$ cat config.mk
export PLATFORM = sky130hd
export DESIGN_NAME = mc_scope
export DESIGN_NICKNAME = d
export VERILOG_FILES = /design/src/mc_scope_pkg.sv /design/src/scope_if.sv /design/src/mc_scope.sv /design/src/scope_classify.sv /design/src/bank_store.sv
export SDC_FILE = /design/constraint.sdc
export NUM_CORES = 1
export LEC_CHECK = 0
export BUFFER_PORTS_ARGS = -buffer_cell sky130_fd_sc_hd__buf_2
export CORE_MARGIN = 2
export CORE_UTILIZATION = 55
export DETAILED_ROUTE_END_ITERATION = 6
export PLACE_DENSITY = 0.76
export SYNTH_ARGS = -nofsm -noshare
export SYNTH_HDL_FRONTEND = slang
export SYNTH_SLANG_ARGS = --single-unit
$ cat constraint.sdc
create_clock -name CLOCK -period 2.48 [get_ports CLOCK]
set_clock_uncertainty 0.15 [all_clocks]
set_input_delay 0.248 -clock CLOCK [delete_from_list [all_inputs] [get_ports CLOCK]]
set_output_delay 0.248 -clock CLOCK [all_outputs]
set_load 0.005 [all_outputs]
$ cat src/mc_scope_pkg.sv
// Constants, field layouts and types shared by the machine check scope block.
`default_nettype none
package mc_scope_pkg;

    localparam int ADDR_W  = 8;
    localparam int DATA_W  = 32;
    localparam int CODE_W  = 16;
    localparam int COUNT_W = 8;
    localparam int CORE_W  = 4;

    // Register byte offsets; bank status words follow each other from BANK0.
    localparam logic [ADDR_W-1:0] OFF_CAP   = 8'h00;
    localparam logic [ADDR_W-1:0] OFF_GSTAT = 8'h04;
    localparam logic [ADDR_W-1:0] OFF_CTRL  = 8'h08;
    localparam logic [ADDR_W-1:0] OFF_SCOPE = 8'h0c;
    localparam logic [ADDR_W-1:0] OFF_BANK0 = 8'h40;

    // Global status bit positions.
    localparam int GS_RESTART = 0;
    localparam int GS_IPVALID = 1;
    localparam int GS_INPROG  = 2;
    localparam int GS_SHUT    = 3;

    // Control register fields.
    localparam int CTRL_NBEN   = 0;
    localparam int CTRL_MASTER = 8;

    // Bank status bit positions; the error code sits in the low bits.
    localparam int BS_VALID = 31;
    localparam int BS_OVF   = 30;
    localparam int BS_UC    = 29;
    localparam int BS_PCC   = 28;
    localparam int BS_DEFER = 27;
    localparam int BS_POIS  = 26;

    localparam logic [DATA_W-1:0] RESET_WORD = 32'h0000_0000;

    typedef enum logic [2:0] {
        SC_NONE,
        SC_FATAL,
        SC_RESTART,
        SC_CONTAIN,
        SC_DEFER,
        SC_CORRECT
    } scope_t;

    typedef enum logic [1:0] {
        BUS_IDLE,
        BUS_FETCH,
        BUS_DONE
    } bus_state_t;

    typedef struct packed {
        logic [CODE_W-1:0] code;
        logic              uc;
        logic              context_corrupt_flag;
        logic              deferred;
        logic              poison;
    } bank_word_t;

endpackage
`default_nettype wire

$ cat src/scope_if.sv
// Carrier between the scope block and its classifier.
`timescale 1ns/1ps
`default_nettype none
interface scope_if;
    import mc_scope_pkg::*;
    logic   context_corrupt_flag;
    logic   uc;
    logic   restart_ok;
    logic   ip_related;
    logic   deferred;
    logic   poison;
    scope_t scope;
    logic   raise_exc;
    logic   count_only;

    modport cls (
        input  context_corrupt_flag, uc, restart_ok, ip_related, deferred, poison,
        output scope, raise_exc, count_only
    );
    modport user (
        output context_corrupt_flag, uc, restart_ok, ip_related, deferred, poison,
        input  scope, raise_exc, count_only
    );
endinterface
`default_nettype wire

$ cat src/mc_scope.sv
// Per-core machine check status banks, scope signalling and APB slave.
`timescale 1ns/1ps
`default_nettype none

// What this block does
// - Capability count reports banks zero to count-1
// - Valid flag qualifies every other bank field
// - Context-corrupt flag set when processor state corrupted
// - Overflow flag marks lost logging, nothing more
// - Uncorrected flag set only when hardware failed
// - Restart-valid set only when resumption is reliable
// - IP-valid set only when pushed IP relates
// - Exception while in progress enters shutdown
// - Enable grants north bridge checks to one core
// - Corrupt and uncorrected is fatal, raises exception
// - Restartable uncorrected error raises an exception
// - Uncorrected, not restartable: containable, raises exception
// - Deferred error raises exception only on consumption
// - Correctable error only counts, raises no exception
module mc_scope
    import mc_scope_pkg::*;
#(
    parameter int NUM_BANKS = 7
) (
    input  wire logic                         CLOCK,          // core clock
    input  wire logic                         RST_N,          // reset, low
    input  wire logic                         PSEL,           // APB select
    input  wire logic                         PENABLE,        // APB enable
    input  wire logic                         PWRITE,         // APB write
    input  wire logic [mc_scope_pkg::ADDR_W-1:0] PADDR,       // APB address
    input  wire logic [mc_scope_pkg::DATA_W-1:0] PWDATA,      // APB wdata
    output logic      [mc_scope_pkg::DATA_W-1:0] PRDATA,      // APB rdata
    output logic                              PREADY,         // APB ready
    output logic                              PSLVERR,        // APB error
    input  wire logic                         ERR_VALID,      // error report
    input  wire logic [$clog2(NUM_BANKS)-1:0] ERR_BANK,       // its bank
    input  wire logic [mc_scope_pkg::CODE_W-1:0] ERR_CODE,    // error code
    input  wire logic                         ERR_PCC,        // ctx corrupt
    input  wire logic                         ERR_UC,         // uncorrected
    input  wire logic                         ERR_DEFERRED,   // deferred
    input  wire logic                         ERR_POISON,     // poison use
    input  wire logic                         ERR_RESTART_OK, // resumable
    input  wire logic                         ERR_IP_RELATED, // IP related
    input  wire logic                         CONSUME_VALID,  // data used
    input  wire logic [$clog2(NUM_BANKS)-1:0] CONSUME_BANK,   // its bank
    input  wire logic [mc_scope_pkg::CORE_W-1:0] CORE_ID,     // core strap
    output logic                              MCE_PULSE,      // exception
    output logic                              THRESH_PULSE,   // count only
    output logic                              SHUTDOWN,       // shut state
    output logic                              NB_ACCESS_GRANT // NB access
);
    import mc_scope_pkg::*;

    localparam int BANK_W = $clog2(NUM_BANKS);
    localparam int WORD_W = $bits(bank_word_t);

    if (NUM_BANKS < 2 || NUM_BANKS > 32) begin : g_bank_check
        $error("NUM_BANKS must lie between 2 and 32");
    end

    ////////////////////////////////////////////////////////////////////////
    // Address decode helpers.

    function automatic logic bank_hit(input logic [ADDR_W-1:0] a);
        int ai;
        ai = int'(a);
        return (ai >= int'(OFF_BANK0)) &&
               (ai < int'(OFF_BANK0) + 4 * NUM_BANKS) &&
               (a[1:0] == 2'b00);
    endfunction

    function automatic logic [BANK_W-1:0] bank_idx(
        input logic [ADDR_W-1:0] a
    );
        logic [ADDR_W-1:0] rel;
        rel = a - OFF_BANK0;
        return rel[BANK_W+1:2];
    endfunction

    ////////////////////////////////////////////////////////////////////////
    // State.

    bus_state_t              bus_q, bus_d;
    logic [DATA_W-1:0]       rdata_q, rdata_d;
    logic                    ready_q, ready_d;
    logic                    slverr_q, slverr_d;

    logic [NUM_BANKS-1:0]    valid_q, valid_d;
    logic [NUM_BANKS-1:0]    ovf_q, ovf_d;
    logic [NUM_BANKS-1:0]    defer_q, defer_d;
    logic                    restart_q, restart_d;
    logic                    ipvalid_q, ipvalid_d;
    logic                    inprog_q, inprog_d;
    logic                    shut_q, shut_d;
    logic                    mce_q, mce_d;
    logic                    thr_q, thr_d;
    scope_t                  scope_q, scope_d;
    logic                    nben_q, nben_d;
    logic [CORE_W-1:0]       master_q, master_d;
    logic                    grant_q, grant_d;
    logic [CORE_W-1:0]       core_s1_q;
    logic [CORE_W-1:0]       core_s2_q;

    logic                    mem_we;
    bank_word_t              mem_wword;
    logic [WORD_W-1:0]       mem_rd;
    bank_word_t              rd_word;
    logic                    wr_commit;
    logic                    log_in_range;
    logic                    use_in_range;
    logic                    log_raise;
    logic                    use_raise;

    scope_if scope_bus ();

    ////////////////////////////////////////////////////////////////////////
    // Classifier and bank memory.

    assign scope_bus.context_corrupt_flag        = ERR_PCC;
    assign scope_bus.uc         = ERR_UC;
    assign scope_bus.restart_ok = ERR_RESTART_OK;
    assign scope_bus.ip_related = ERR_IP_RELATED;
    assign scope_bus.deferred   = ERR_DEFERRED;
    assign scope_bus.poison     = ERR_POISON;

    scope_classify u_classify (
        .s (scope_bus.cls)
    );

    bank_store #(
        .DEPTH (NUM_BANKS),
        .WIDTH (WORD_W)
    ) u_store (
        .clk     (CLOCK),
        .rst_n   (RST_N),
        .we      (mem_we),
        .waddr   (ERR_BANK),
        .wdata   (mem_wword),
        .raddr   (bank_idx(PADDR)),
        .rdata_q (mem_rd)
    );

    assign rd_word = bank_word_t'(mem_rd);

    ////////////////////////////////////////////////////////////////////////
    // APB slave: setup, one fetch cycle for the registered memory, done.

    assign wr_commit = PSEL && PENABLE && PWRITE && ready_q;

    always_comb begin
        bus_d    = bus_q;
        rdata_d  = rdata_q;
        ready_d  = 1'b0;
        slverr_d = 1'b0;
        case (bus_q)
            BUS_IDLE: begin
                if (PSEL && !PENABLE) begin
                    bus_d = BUS_FETCH;
                end
            end
            BUS_FETCH: begin
                ready_d  = 1'b1;
                bus_d    = BUS_DONE;
                rdata_d  = RESET_WORD;
                slverr_d = 1'b0;
                if (PADDR == OFF_CAP) begin
                    rdata_d[COUNT_W-1:0] = COUNT_W'(NUM_BANKS);
                end else if (PADDR == OFF_GSTAT) begin
                    rdata_d[GS_RESTART] = restart_q;
                    rdata_d[GS_IPVALID] = ipvalid_q;
                    rdata_d[GS_INPROG]  = inprog_q;
                    rdata_d[GS_SHUT]    = shut_q;
                end else if (PADDR == OFF_CTRL) begin
                    rdata_d[CTRL_NBEN] = nben_q;
                    rdata_d[CTRL_MASTER +: CORE_W] = master_q;
                end else if (PADDR == OFF_SCOPE) begin
                    rdata_d[2:0] = scope_q;
                end else if (bank_hit(PADDR)) begin
                    // Fields of an empty bank read as zero, never stale.
                    if (valid_q[bank_idx(PADDR)]) begin
                        rdata_d[BS_VALID] = 1'b1;
                        rdata_d[BS_OVF]   = ovf_q[bank_idx(PADDR)];
                        rdata_d[BS_UC]    = rd_word.uc;
                        rdata_d[BS_PCC]   = rd_word.context_corrupt_flag;
                        rdata_d[BS_DEFER] = rd_word.deferred;
                        rdata_d[BS_POIS]  = rd_word.poison;
                        rdata_d[CODE_W-1:0] = rd_word.code;
                    end
                end else begin
                    slverr_d = 1'b1;
                end
                if (!PSEL) begin
                    bus_d   = BUS_IDLE;
                    ready_d = 1'b0;
                end
            end
            BUS_DONE: begin
                bus_d = BUS_IDLE;
            end
            default: begin
                bus_d = BUS_IDLE;
            end
        endcase
    end

    always_ff @(posedge CLOCK or negedge RST_N) begin
        if (!RST_N) begin
            bus_q    <= BUS_IDLE;
            rdata_q  <= RESET_WORD;
            ready_q  <= 1'b0;
            slverr_q <= 1'b0;
        end else begin
            bus_q    <= bus_d;
            rdata_q  <= rdata_d;
            ready_q  <= ready_d;
            slverr_q <= slverr_d;
        end
    end

    ////////////////////////////////////////////////////////////////////////
    // Error logging, scope signalling and software writes.

    assign log_in_range = ERR_VALID && (int'(ERR_BANK) < NUM_BANKS);
    assign use_in_range = CONSUME_VALID && (int'(CONSUME_BANK) < NUM_BANKS);

    // A bank keeps its first error; a later one only marks overflow.
    assign mem_we = log_in_range && !valid_q[ERR_BANK];

    always_comb begin
        mem_wword.code     = ERR_CODE;
        mem_wword.uc       = ERR_UC;
        mem_wword.context_corrupt_flag      = ERR_PCC;
        mem_wword.deferred = ERR_DEFERRED;
        mem_wword.poison   = ERR_POISON;
    end

    assign log_raise = log_in_range && scope_bus.raise_exc;
    assign use_raise = use_in_range && valid_q[CONSUME_BANK] &&
                       defer_q[CONSUME_BANK];

    always_comb begin
        valid_d   = valid_q;
        ovf_d     = ovf_q;
        defer_d   = defer_q;
        restart_d = restart_q;
        ipvalid_d = ipvalid_q;
        inprog_d  = inprog_q;
        shut_d    = shut_q;
        scope_d   = scope_q;
        nben_d    = nben_q;
        master_d  = master_q;
        mce_d     = 1'b0;
        thr_d     = 1'b0;
        // Software writes come first so a same-cycle event overrides them.
        if (wr_commit && !slverr_q) begin
            if (PADDR == OFF_GSTAT && !PWDATA[GS_INPROG]) begin
                inprog_d = 1'b0;
            end
            if (PADDR == OFF_CTRL) begin
                nben_d   = PWDATA[CTRL_NBEN];
                master_d = PWDATA[CTRL_MASTER +: CORE_W];
            end
            if (bank_hit(PADDR)) begin
                // Writing zero empties the bank for the next error.
                valid_d[bank_idx(PADDR)] = PWDATA[BS_VALID];
                ovf_d[bank_idx(PADDR)]   = PWDATA[BS_OVF];
                defer_d[bank_idx(PADDR)] = PWDATA[BS_DEFER];
            end
        end
        if (log_in_range) begin
            scope_d = scope_bus.scope;
            if (valid_q[ERR_BANK]) begin
                ovf_d[ERR_BANK] = 1'b1;
            end else begin
                valid_d[ERR_BANK] = 1'b1;
                ovf_d[ERR_BANK]   = 1'b0;
                defer_d[ERR_BANK] = ERR_DEFERRED && !ERR_UC;
            end
            thr_d = scope_bus.count_only;
        end
        if (log_raise || use_raise) begin
            if (inprog_q || shut_q) begin
                shut_d = 1'b1;
            end else begin
                mce_d    = 1'b1;
                inprog_d = 1'b1;
                if (log_raise) begin
                    restart_d = ERR_RESTART_OK && !ERR_PCC;
                    ipvalid_d = ERR_IP_RELATED;
                end else begin
                    // A consumed deferred error cannot resume the program.
                    restart_d = 1'b0;
                    ipvalid_d = 1'b1;
                    scope_d   = SC_CONTAIN;
                end
            end
        end
        grant_d = nben_q && (core_s2_q == master_q);
    end

    always_ff @(posedge CLOCK or negedge RST_N) begin
        if (!RST_N) begin
            valid_q   <= '0;
            ovf_q     <= '0;
            defer_q   <= '0;
            restart_q <= 1'b0;
            ipvalid_q <= 1'b0;
            inprog_q  <= 1'b0;
            shut_q    <= 1'b0;
            mce_q     <= 1'b0;
            thr_q     <= 1'b0;
            scope_q   <= SC_NONE;
            nben_q    <= 1'b0;
            master_q  <= '0;
            grant_q   <= 1'b0;
            core_s1_q <= '0;
            core_s2_q <= '0;
        end else begin
            valid_q   <= valid_d;
            ovf_q     <= ovf_d;
            defer_q   <= defer_d;
            restart_q <= restart_d;
            ipvalid_q <= ipvalid_d;
            inprog_q  <= inprog_d;
            shut_q    <= shut_d;
            mce_q     <= mce_d;
            thr_q     <= thr_d;
            scope_q   <= scope_d;
            nben_q    <= nben_d;
            master_q  <= master_d;
            grant_q   <= grant_d;
            core_s1_q <= CORE_ID;
            core_s2_q <= core_s1_q;
        end
    end

    ////////////////////////////////////////////////////////////////////////
    // Outputs, all straight from flip-flops.

    assign PRDATA          = rdata_q;
    assign PREADY          = ready_q;
    assign PSLVERR         = slverr_q;
    assign MCE_PULSE       = mce_q;
    assign THRESH_PULSE    = thr_q;
    assign SHUTDOWN        = shut_q;
    assign NB_ACCESS_GRANT = grant_q;

endmodule
`default_nettype wire

$ cat src/scope_classify.sv
// Error scope classifier: maps the flags of one error onto its scope.
`timescale 1ns/1ps
`default_nettype none
module scope_classify (
    scope_if.cls s  // flags in, scope and signalling out
);
    import mc_scope_pkg::*;

    always_comb begin
        s.scope      = SC_NONE;
        s.raise_exc  = 1'b0;
        s.count_only = 1'b0;
        if (s.context_corrupt_flag && s.uc) begin
            s.scope     = SC_FATAL;
            s.raise_exc = 1'b1;
        end else if (s.context_corrupt_flag) begin
            // Corrupt context without the uncorrected flag is still fatal.
            s.scope     = SC_FATAL;
            s.raise_exc = 1'b1;
        end else if (s.uc && s.restart_ok && s.ip_related) begin
            s.scope     = SC_RESTART;
            s.raise_exc = 1'b1;
        end else if (s.uc) begin
            s.scope     = SC_CONTAIN;
            s.raise_exc = 1'b1;
        end else if (s.deferred && !s.poison) begin
            s.scope     = SC_DEFER;
        end else if (s.poison) begin
            // Consumed poison without an uncorrected flag is contained.
            s.scope     = SC_CONTAIN;
            s.raise_exc = 1'b1;
        end else begin
            s.scope      = SC_CORRECT;
            s.count_only = 1'b1;
        end
    end

endmodule
`default_nettype wire

$ cat src/bank_store.sv
// Small memory holding the logged fields of each error bank.
`timescale 1ns/1ps
`default_nettype none
module bank_store #(
    parameter int DEPTH = 7,
    parameter int WIDTH = 20
) (
    input  wire logic                     clk,    // core clock
    input  wire logic                     rst_n,  // async reset, low
    input  wire logic                     we,     // write strobe
    input  wire logic [$clog2(DEPTH)-1:0] waddr,  // write index
    input  wire logic [WIDTH-1:0]         wdata,  // write word
    input  wire logic [$clog2(DEPTH)-1:0] raddr,  // read index
    output logic      [WIDTH-1:0]         rdata_q // registered read word
);
    logic [WIDTH-1:0] mem [DEPTH];
    logic [WIDTH-1:0] rdata_d;

    if (DEPTH < 2) begin : g_depth_check
        $error("bank_store needs at least two words");
    end

    always_comb begin
        rdata_d = mem[raddr];
    end

    always_ff @(posedge clk) begin
        if (we) begin
            mem[waddr] <= wdata;
        end
    end

    always_ff @(posedge clk or negedge rst_n) begin
        if (!rst_n) begin
            rdata_q <= '0;
        end else begin
            rdata_q <= rdata_d;
        end
    end

endmodule
`default_nettype wire

* After elaboration in Yosys (flattened, before gate mapping) *
Memory sizes are Yosys's and may differ from the RTL's. A register that Yosys moved wholly into a read port is not among the register bits.
Index checks and enable logic that the tools add are counted.

storage, ports and cells
  RAM bits = 140
  logic and storage cells = 177
  memories = 1
  register bits = 70

memories
  name         depth  bits a word  read ports  clocked after memory_dff  wr ports  RTL line          RTL
  u_store.mem  7      20           1           1                         1         bank_store.sv:16  logic [WIDTH-1:0] mem [DEPTH];

cells by class
  magnitude comparators = 9
  add/sub/neg operators = 1
  muxes and demuxes = 97
  reductions and logical operators = 39
  bitwise gates (word level) = 5
  equal/unequal tests = 6

operators with widths
  kind                                                 count
  2-to-1 mux 16 bit                                    7
  2-to-1 mux 7 bit                                     13
  2-to-1 mux 1 bit                                     39
  2-to-1 mux 6 bit                                     6
  2-to-1 mux 3 bit                                     11
  bitwise mux 7 bit                                    4
  logical AND 1 bit                                    23
  == test 8 x 4 -> 1 bit, second input constant        2
  2-to-1 mux 8 bit                                     2
  binary-select mux 1 bit (select 3 bit)               5
  bitwise OR 7 bit                                     2
  2-to-1 mux 13 bit                                    1
  < comparator 3 x 4 -> 1 bit, second input constant   3
  2-to-1 mux 12 bit                                    1
  2-to-1 mux 4 bit                                     3
  == test 8 x 3 -> 1 bit, second input constant        1
  >= comparator 8 x 7 -> 1 bit, second input constant  1
  logical NOT 1 bit                                    8
  logical NOT 8 bit                                    1
  < comparator 8 x 7 -> 1 bit, second input constant   1
  AND 7 bit                                            1
  NOT 7 bit                                            1
  demux 1 bit (select 3 bit)                           2
  >= comparator 3 x 1 -> 1 bit, second input constant  2
  other kinds (11)                                     17

* Logic depth before layout (Yosys ltp) *
Gate-level depths: netlist of the first run.

  depth after elaboration = 14
  mapped depth = 8
  gate-level depth less buffers = 5

* Modules after synthesis *
A second synthesis of the first run with hierarchy kept.

unflattened totals
  cell total of the unflattened synthesis = 636
  area, all modules = 9920.8 sq um

modules (own cells, without submodules)
  module          times used  area each (sq um)  cells an instance
  bank_store      1           6273.5             311
  mc_scope        1           3606.0             317
  scope_classify  1           41.3               8

* Worst setup path before layout of the first run *
No wires, ideal clock.

  path kind = input -> register
  from = input port ERR_VALID
  to = memory u_store.mem[6][0] (enable)
  path buffers = 0
  cell stages on the path = 3
  setup time = 0.401 ns
  path slack = 0.376 ns
  arrival = 1.553 ns
  required time = 1.929 ns
  cell sequence = nor2b_1 > nand3_1 > nor2_1

between the ends
  word-level cells in the longest chain between the ends = 4

ends and longest elaborated chain
  what                                    RTL line          RTL
  start: declaration                      mc_scope.sv:35    input wire logic ERR_VALID,
  logical AND 1 bit                       mc_scope.sv:223   assign log_in_range = ERR_VALID && (int'(ERR_BANK) < NUM_BANKS);
  logical AND 1 bit                       mc_scope.sv:227   assign mem_we = log_in_range && !valid_q[ERR_BANK];
  2-to-1 mux 1 bit                        bank_store.sv:28  if (we) begin
  2-to-1 mux 1 bit (implied by the code)  bank_store.sv:29  mem[waddr] <= wdata;
  end: declaration                        bank_store.sv:16

No other way between the ends.

* Worst setup path after layout of the first run *
  from = input port PADDR[0] (netlist name)
  to = register ovf_q[1]

between the ends
  word-level cells in the longest chain between the ends = 11
  elaborated cells between the ends (all ways) = 18
  those cells by class = add/sub (1); order compare (4); mux (7); bitwise (2); reduce/logical (4)

ends and longest elaborated chain
  what                                                                                               RTL line         RTL
  start: declaration                                                                                 mc_scope.sv:30   input wire logic [mc_scope_pkg::ADDR_W-1:0] PADDR,
  subtractor 5 x 1 -> 5 bit                                                                          mc_scope.sv:76   rel = a - OFF_BANK0;
  < comparator 3 x 4 -> 1 bit (implied by the code) or >= comparator 3 x 1 -> 1 bit (tied branches)  mc_scope.sv:266  ovf_d[bank_idx(PADDR)] = PWDATA[BS_OVF];
  logical AND 1 bit (implied by the code)                                                            mc_scope.sv:266
  2-to-1 mux 1 bit (implied by the code)                                                             mc_scope.sv:266
  demux 1 bit (select 3 bit)                                                                         mc_scope.sv:266
  bitwise mux 7 bit                                                                                  mc_scope.sv:266
  2-to-1 mux 7 bit *                                                                                 mc_scope.sv:263  if (bank_hit(PADDR)) begin
  2-to-1 mux 7 bit *                                                                                 mc_scope.sv:255  if (wr_commit && !slverr_q) begin
  AND 7 bit (no line) or bitwise OR 7 bit (tied branches)                                            -
  2-to-1 mux 7 bit                                                                                   mc_scope.sv:272  if (valid_q[ERR_BANK]) begin
  2-to-1 mux 7 bit *                                                                                 mc_scope.sv:270  if (log_in_range) begin
  via ovf_d[1]                                                                                       mc_scope.sv:89   logic [NUM_BANKS-1:0] ovf_q, ovf_d;
  end signal: assignment                                                                             mc_scope.sv:320  ovf_q <= ovf_d;
  end: declaration                                                                                   mc_scope.sv:89

The timed path passes the listed nets; every way through them passes the cells marked *.
A chain may end at the register's enable or synchronous reset.

==> impl_metrics.toml, run 1 <==
[run_status]
status = "complete, no violations"

[yosys]
netlist_instances = 575
async_reset_ff_share_pct = 39.1
post-synth-top-count-cell = "edfxtp_1"
yosys_warnings = 0
syn_area_per_cell_sq_um = 15.9
synth_common_cells = "edfxtp_1 (140), dfrtp_1 (90), mux2i_1 (47), nand2_1 (41), o21ai_0 (35)"
netlist_area_sq_um = 9160
synth_edf_count = 140
synth_top_area_share_pct = 45.9
synthTopCellsByArea = "edfxtp_1 (46%), dfrtp_1 (25%), mux4_2 (5.7%), mux2i_1 (5.1%), mux2_2 (3.1%)"
synth_top_area_cell = "edfxtp_1"
synth-main-ff-cell = "edfxtp_1"
ys_ff_latch = 230
synth_cell_types = 52
seq_area_frac_synth_pct = 70.5

[power_and_ir_drop]
p_sw_mw = 1.78
p_int_mw = 6.33
vdd_drop_max_v = 0.000509
pwr-share-seq_pct = 52.6
power_frac_comb_pct = 7.0
sw_frac_of_total_pct = 21.9
p_leak_nw = 4.50
clkPwrFrac_pct = 40.4
p_total_mw = 8.11
power.density_nw_per_um2 = 720

[route]
routedWlPerCell_um = 20.6
vias_per_cell = 5.68
first_iter_violations = 533
ant_nets = 0
wirelength_um = 20100
first_pass_iters = 6
drc = 0
vias = 5541

[clock_tree]
clock-sinks = 230
clk_latency_ns = 0.52
htreeDepth = 1
cts-root-buf = "clkbuf_16"
cts.clk_slew.worst_paths_ns = 0.07
tritoncts = "yes"
clock_path_buffers = 3
cts_buffers = 24

[die]
dieHeight_um = 133
rows = 47
core_sq_um = 16400
initial_core_util_pct = 55.8
io_pins = 117
die_area_sq_um = 17700
die_width_um = 133

[grt]
grt.total_usage_pct = 23.2
antenna_found_initial = 0
grt_max_degree = 60
first_global_vias = 5925
grt_overflow = 0
grt_pass1_wl_um = 31700

[worst_setup_path]
reg2reg_slack_ns = 0.06
path_class = "primary input to flip-flop"
worstPathMaxFanout = 6
cp.required_ns = 2.73
reg2reg_from = "PSLVERR"
cp-start-kind = "primary input"
worstPathArrival_ns = 2.70
end_kind = "flip-flop"
worst_r2r_path_depth = 7
r2r_end = "ovf_q[1]"

[placement]
portBuffers = 83
dpl.cell_count = 870
dp_hpwl_um = 11600
place_area_sq_um = 9910
place_congestion = 0.838
post-place-ws_ns = 0.247

[hold_path]
hold-path-endpoint = "ovf_q[6]"
hold_path_class = "primary input to flip-flop"
min_from = "ERR_BANK[1]"
hold_depth = 3

[timing]
fin_crit_sh_pct = 98.8
setup_viol = 0
min_period_ns = 2.45
max_freq_ghz = 0.408
fin_ws_ns = 0.0291
slew_violations = 0
worstMarginPinSlew_ns = 0.585
finalHoldViolations = 0
relSlewSlack_pct = 61.0
rsz0062_at_grt = "yes"

[finish]
utilization_pct = 68.6
final_cells = 975
diodes = 0
final_cell_area_sq_um = 11300
drive_above_1_share_pct = 26.9
syn2layout_area_growth_pct = 23.0
final_nets = 816

[run]
cap_violations = 0
[metrics by stage]
stage	TNS, ns	hold slack, ns
2_1_floorplan	0	-0.198
3_3_place_gp	0	0.124
3_5_place_dp	0	0.135
4_1_cts	0	0.00505
5_1_grt	-0.133	0.0108
6_report	0	0.0109
[registers in the layout (all words and copies together) (netlist names), 2 cells and up]
| signal | cells |
|---|---|
| ovf_q | 7 |
| master_q | 4 |
| u_store.rdata_q | 20 |
| core_s2_q | 4 |
| PRDATA | 22 |
| defer_q | 7 |
| valid_q | 7 |
| scope_q | 3 |
| core_s1_q | 4 |
| bus_q | 2 |
| u_store.mem | 140 |
[kinds of logic after synthesis]
| group | count (synthesis) | synth area share [%] |
|---|---|---|
| AND/OR/NAND/NOR | 112 | 6.48 |
| multiplexers | 95 | 13.9 |
| buffers and inverters | 48 | 2.71 |
| AO/OA/AOI/OAI | 85 | 6.03 |
| other | 1 | 0.0409 |
| flip-flops | 230 | 70.5 |
| XOR/XNOR | 4 | 0.383 |
[power by group through the flow]
stage	clock network [mW]	registers, mW	logic (mW)
finish	3.28	4.27	0.564
global route	3.51	4.28	0.617
CTS	3.33	4.26	0.557
detailed placement	0	4.34	0.488
global placement	0	4.33	0.466
floorplan	0	4.32	0.281
[placed cells by master, fill, tap and decap left out, types with 3 or more instances in the layout]
cell type and instances:
edfxtp_1 140, dfrtp_1 90, buf_2 82, dlygate4sd3_1 55
mux2i_1 47, nand2_1 41, o21ai_0 35, mux2_2 25
clkbuf_16 24, mux4_2 23, buf_4 21, a21oi_1 15
nor2_1 14, a22o_1 13, clkinv_1 12, inv_1 11
conb_1 10, nand3_1 9, nor2_2 8, and2_1 7
a22oi_1 7, nor2b_1 5, buf_12 5, xor2_1 3
nand2b_1 3, a221oi_1 3, clkbuf_1 3
[area by class of cell]
type	count	area, sq um
well taps	220	275
flip-flops and latches	230	6460
fillers	1095	5140
clock buffers	27	612
multi-input cells	306	2540
clock inverters	17	110
inverters	11	41.3
repair buffers	164	1230
[worst max path at each step]
stage,start,to,cells past startpoint
after global placement,PADDR[2],PRDATA[6],7
after global routing,PADDR[0],ovf_q[3],9
final,PADDR[0],ovf_q[1],9
after detailed placement,PADDR[2],PRDATA[6],7
after floorplan,ERR_VALID,u_store.mem[6][0],3
after CTS,ERR_VALID,restart_q,7
[worst max-delay path, cell delays in order]
cell,delay [ns]
dlygate4sd3_1,0.53
buf_2,0.13
nor4_4,0.32
nand4_4,0.21
nor3_2,0.19
buf_4,0.17
mux2i_1,0.19
a21oi_1,0.10
dlygate4sd3_1,0.60
[routing by layer]
metal / track usage, % / part of all wire, % / wire (um)
met1: 31.6 / 42 / 8360
met2: 39.0 / 49 / 9960
met3: 3.72 / 6.5 / 1310
met4: 7.53 / 2.5 / 496
met5: 0 / 0 / 0
[what timing repair did]
action                                  in CTS  in global routing
buffers inserted                             0                  5
hold endpoints to repair                   209                  0
resized for setup                            0                  8
hold buffers                                56                  0
endpoints found under the setup margin       0                  4
(Power assumes the default switching activity.)
==> run 2, diff against run 1 <==
- CORE_UTILIZATION: 55 -> 35
- PLACE_DENSITY: 0.76 -> 0.57
==> run 2 against run 1 <==
  * Cell area is 0.79% higher
  * Wire length grew 3.1%
  * Maximum frequency grew 16%
  * Global-route usage down 8.2 points
  * Final cell count rose by 11%
  * Critical path depth decreased by 3
  * Clock power up 11%
  * Worst setup slack better by 0.33 ns
  * Utilization decreased by 25 points
  * Die area rose by 55%
  * Highest routed layer unchanged
  * Via count fell by 3.5%
==> impl_metrics.toml, run 2 (synthesis results as in run 1) <==
[run_status]
status = "complete, no violations"

[power_and_ir_drop]
power.density_nw_per_um2 = 744
p_total_mw = 8.45
p_leak_nw = 4.50
vdd_drop_max_v = 0.000470

[grt]
grt.total_usage_pct = 15.0
first_global_vias = 5592
grt_max_degree = 66
antenna_found_initial = 0
grt_overflow = 0
grt_pass1_wl_um = 32300

[worst_setup_path]
reg2reg_slack_ns = 0.42
end_kind = "flip-flop"
worstPathArrival_ns = 2.37
r2r_end = "ovf_q[4]"
worst_r2r_path_depth = 5
path_class = "primary input to flip-flop"
reg2reg_from = "PSLVERR"
cp-start-kind = "primary input"
cp.required_ns = 2.73
worstPathMaxFanout = 4

[placement]
dp_hpwl_um = 13000
post-place-ws_ns = 0.243
place_area_sq_um = 10100
portBuffers = 83
dpl.cell_count = 990
place_congestion = 0.800

[clock_tree]
cts-root-buf = "clkbuf_16"
cts_buffers = 25
cts_setup_buffers = 0
clk_latency_ns = 0.52
clock-sinks = 230
cts.clk_slew.worst_paths_ns = 0.06
tritoncts = "yes"
clock_path_buffers = 3
htreeDepth = 1

[finish]
final_cells = 1083
syn2layout_area_growth_pct = 24.0
final_cell_area_sq_um = 11400
regMostFlops = "u_store.mem"
final_common_cell = "edfxtp_1"
largest_reg_flops = 140
drive_above_1_share_pct = 27.8
nFillCells = 2282
diodes = 0
seq_area_sq_um = 6460
multi_input_area_sq_um = 2500
final_nets = 808
layout_common_cells = "edfxtp_1 (140), dfrtp_1 (90), buf_2 (82)"

[die]
rows = 59
io_pins = 117
dieHeight_um = 166
initial_core_util_pct = 35.4
die_area_sq_um = 27500
die_width_um = 166
core_sq_um = 25800

[hold_path]
hold_path_class = "primary input to flip-flop"
hold-path-endpoint = "SHUTDOWN"
hold_depth = 4
min_from = "CONSUME_BANK[2]"

[route]
ant_nets = 0
vias_per_cell = 4.94
wirelength_um = 20700
vias = 5348
first_iter_violations = 405
drc = 0
routedWlPerCell_um = 19.1
first_pass_iters = 4

[timing]
relSlewSlack_pct = 46.2
fin_ws_ns = 0.364
slew_violations = 0
max_freq_ghz = 0.472
worstMarginPinSlew_ns = 0.807
fin_setup_tns_ns = 0
fin_crit_sh_pct = 85.3
min_period_ns = 2.12
setup_viol = 0
finalHoldViolations = 0
rsz0062_at_grt = "no"

[run]
cap_violations = 0
run 2: cell types whose count changed in the layout (fill, tap and decap cells not counted), moves of 3 or more:
cell           previous run  this run
clkbuf_8                  0         3
clkbuf_1                  3         6
clkinv_2                  2         6
clkinv_1                 12         2
dlygate4sd3_1            55        47
run 2: layout make-up:
cell class / count / share of cell area [%]
Timing Repair Buffer: 155 / 9.92
Clock buffer: 34 / 6.07
Clock inverter: 12 / 1.01
Sequential cell: 230 / 56.9
Inverter: 11 / 0.364
Multi-Input combinational cell: 306 / 22.1
Tap cell: 335 / 3.69
run 2: how the worst max path moves through the flow:
stage,from,end
floorplan,ERR_VALID,u_store.mem[6][0]
global placement,PADDR[2],PRDATA[30]
detailed placement,PADDR[2],PRDATA[29]
CTS,PADDR[0],PSLVERR
global route,ERR_BANK[2],restart_q
finish,PADDR[0],PSLVERR
run 2: routing by layer:
layer / part of all wire (%) / vias to the layer above / track usage (%)
met2: 48 / 132 / 25.3
met3: 4.8 / 34 / 2.69
li1: - / 2467 / -
met1: 45 / 2715 / 20.1
met5: 0 / - / 0
met4: 2.5 / 0 / 4.31
run 2: timing repair:
item	CTS	global route
resized for setup	0	0
endpoints found under the hold margin	222	0
hold buffers	47	0
run 2: power by group:
part / switching, mW / internal [mW]
combinational: 0.296 / 0.254
clock: 1.48 / 2.15
sequential: 0.0731 / 4.19
run 2: critical path: stages:
cell and delay, ns:
dlygate4sd3_1 0.54, buf_2 0.14, nor4_4 0.21, dlygate4sd3_1 0.61, a21oi_1 0.06, dlygate4sd3_1 0.57
run 2: per-stage QoR:
step                utilization (%)  hold WS (ns)
floorplan                         -        -0.198
global placement               39.0         0.192
detailed placement             39.0         0.185
CTS                            43.9        0.0111
global route                   43.9        0.0503
finish                         43.9        0.0138
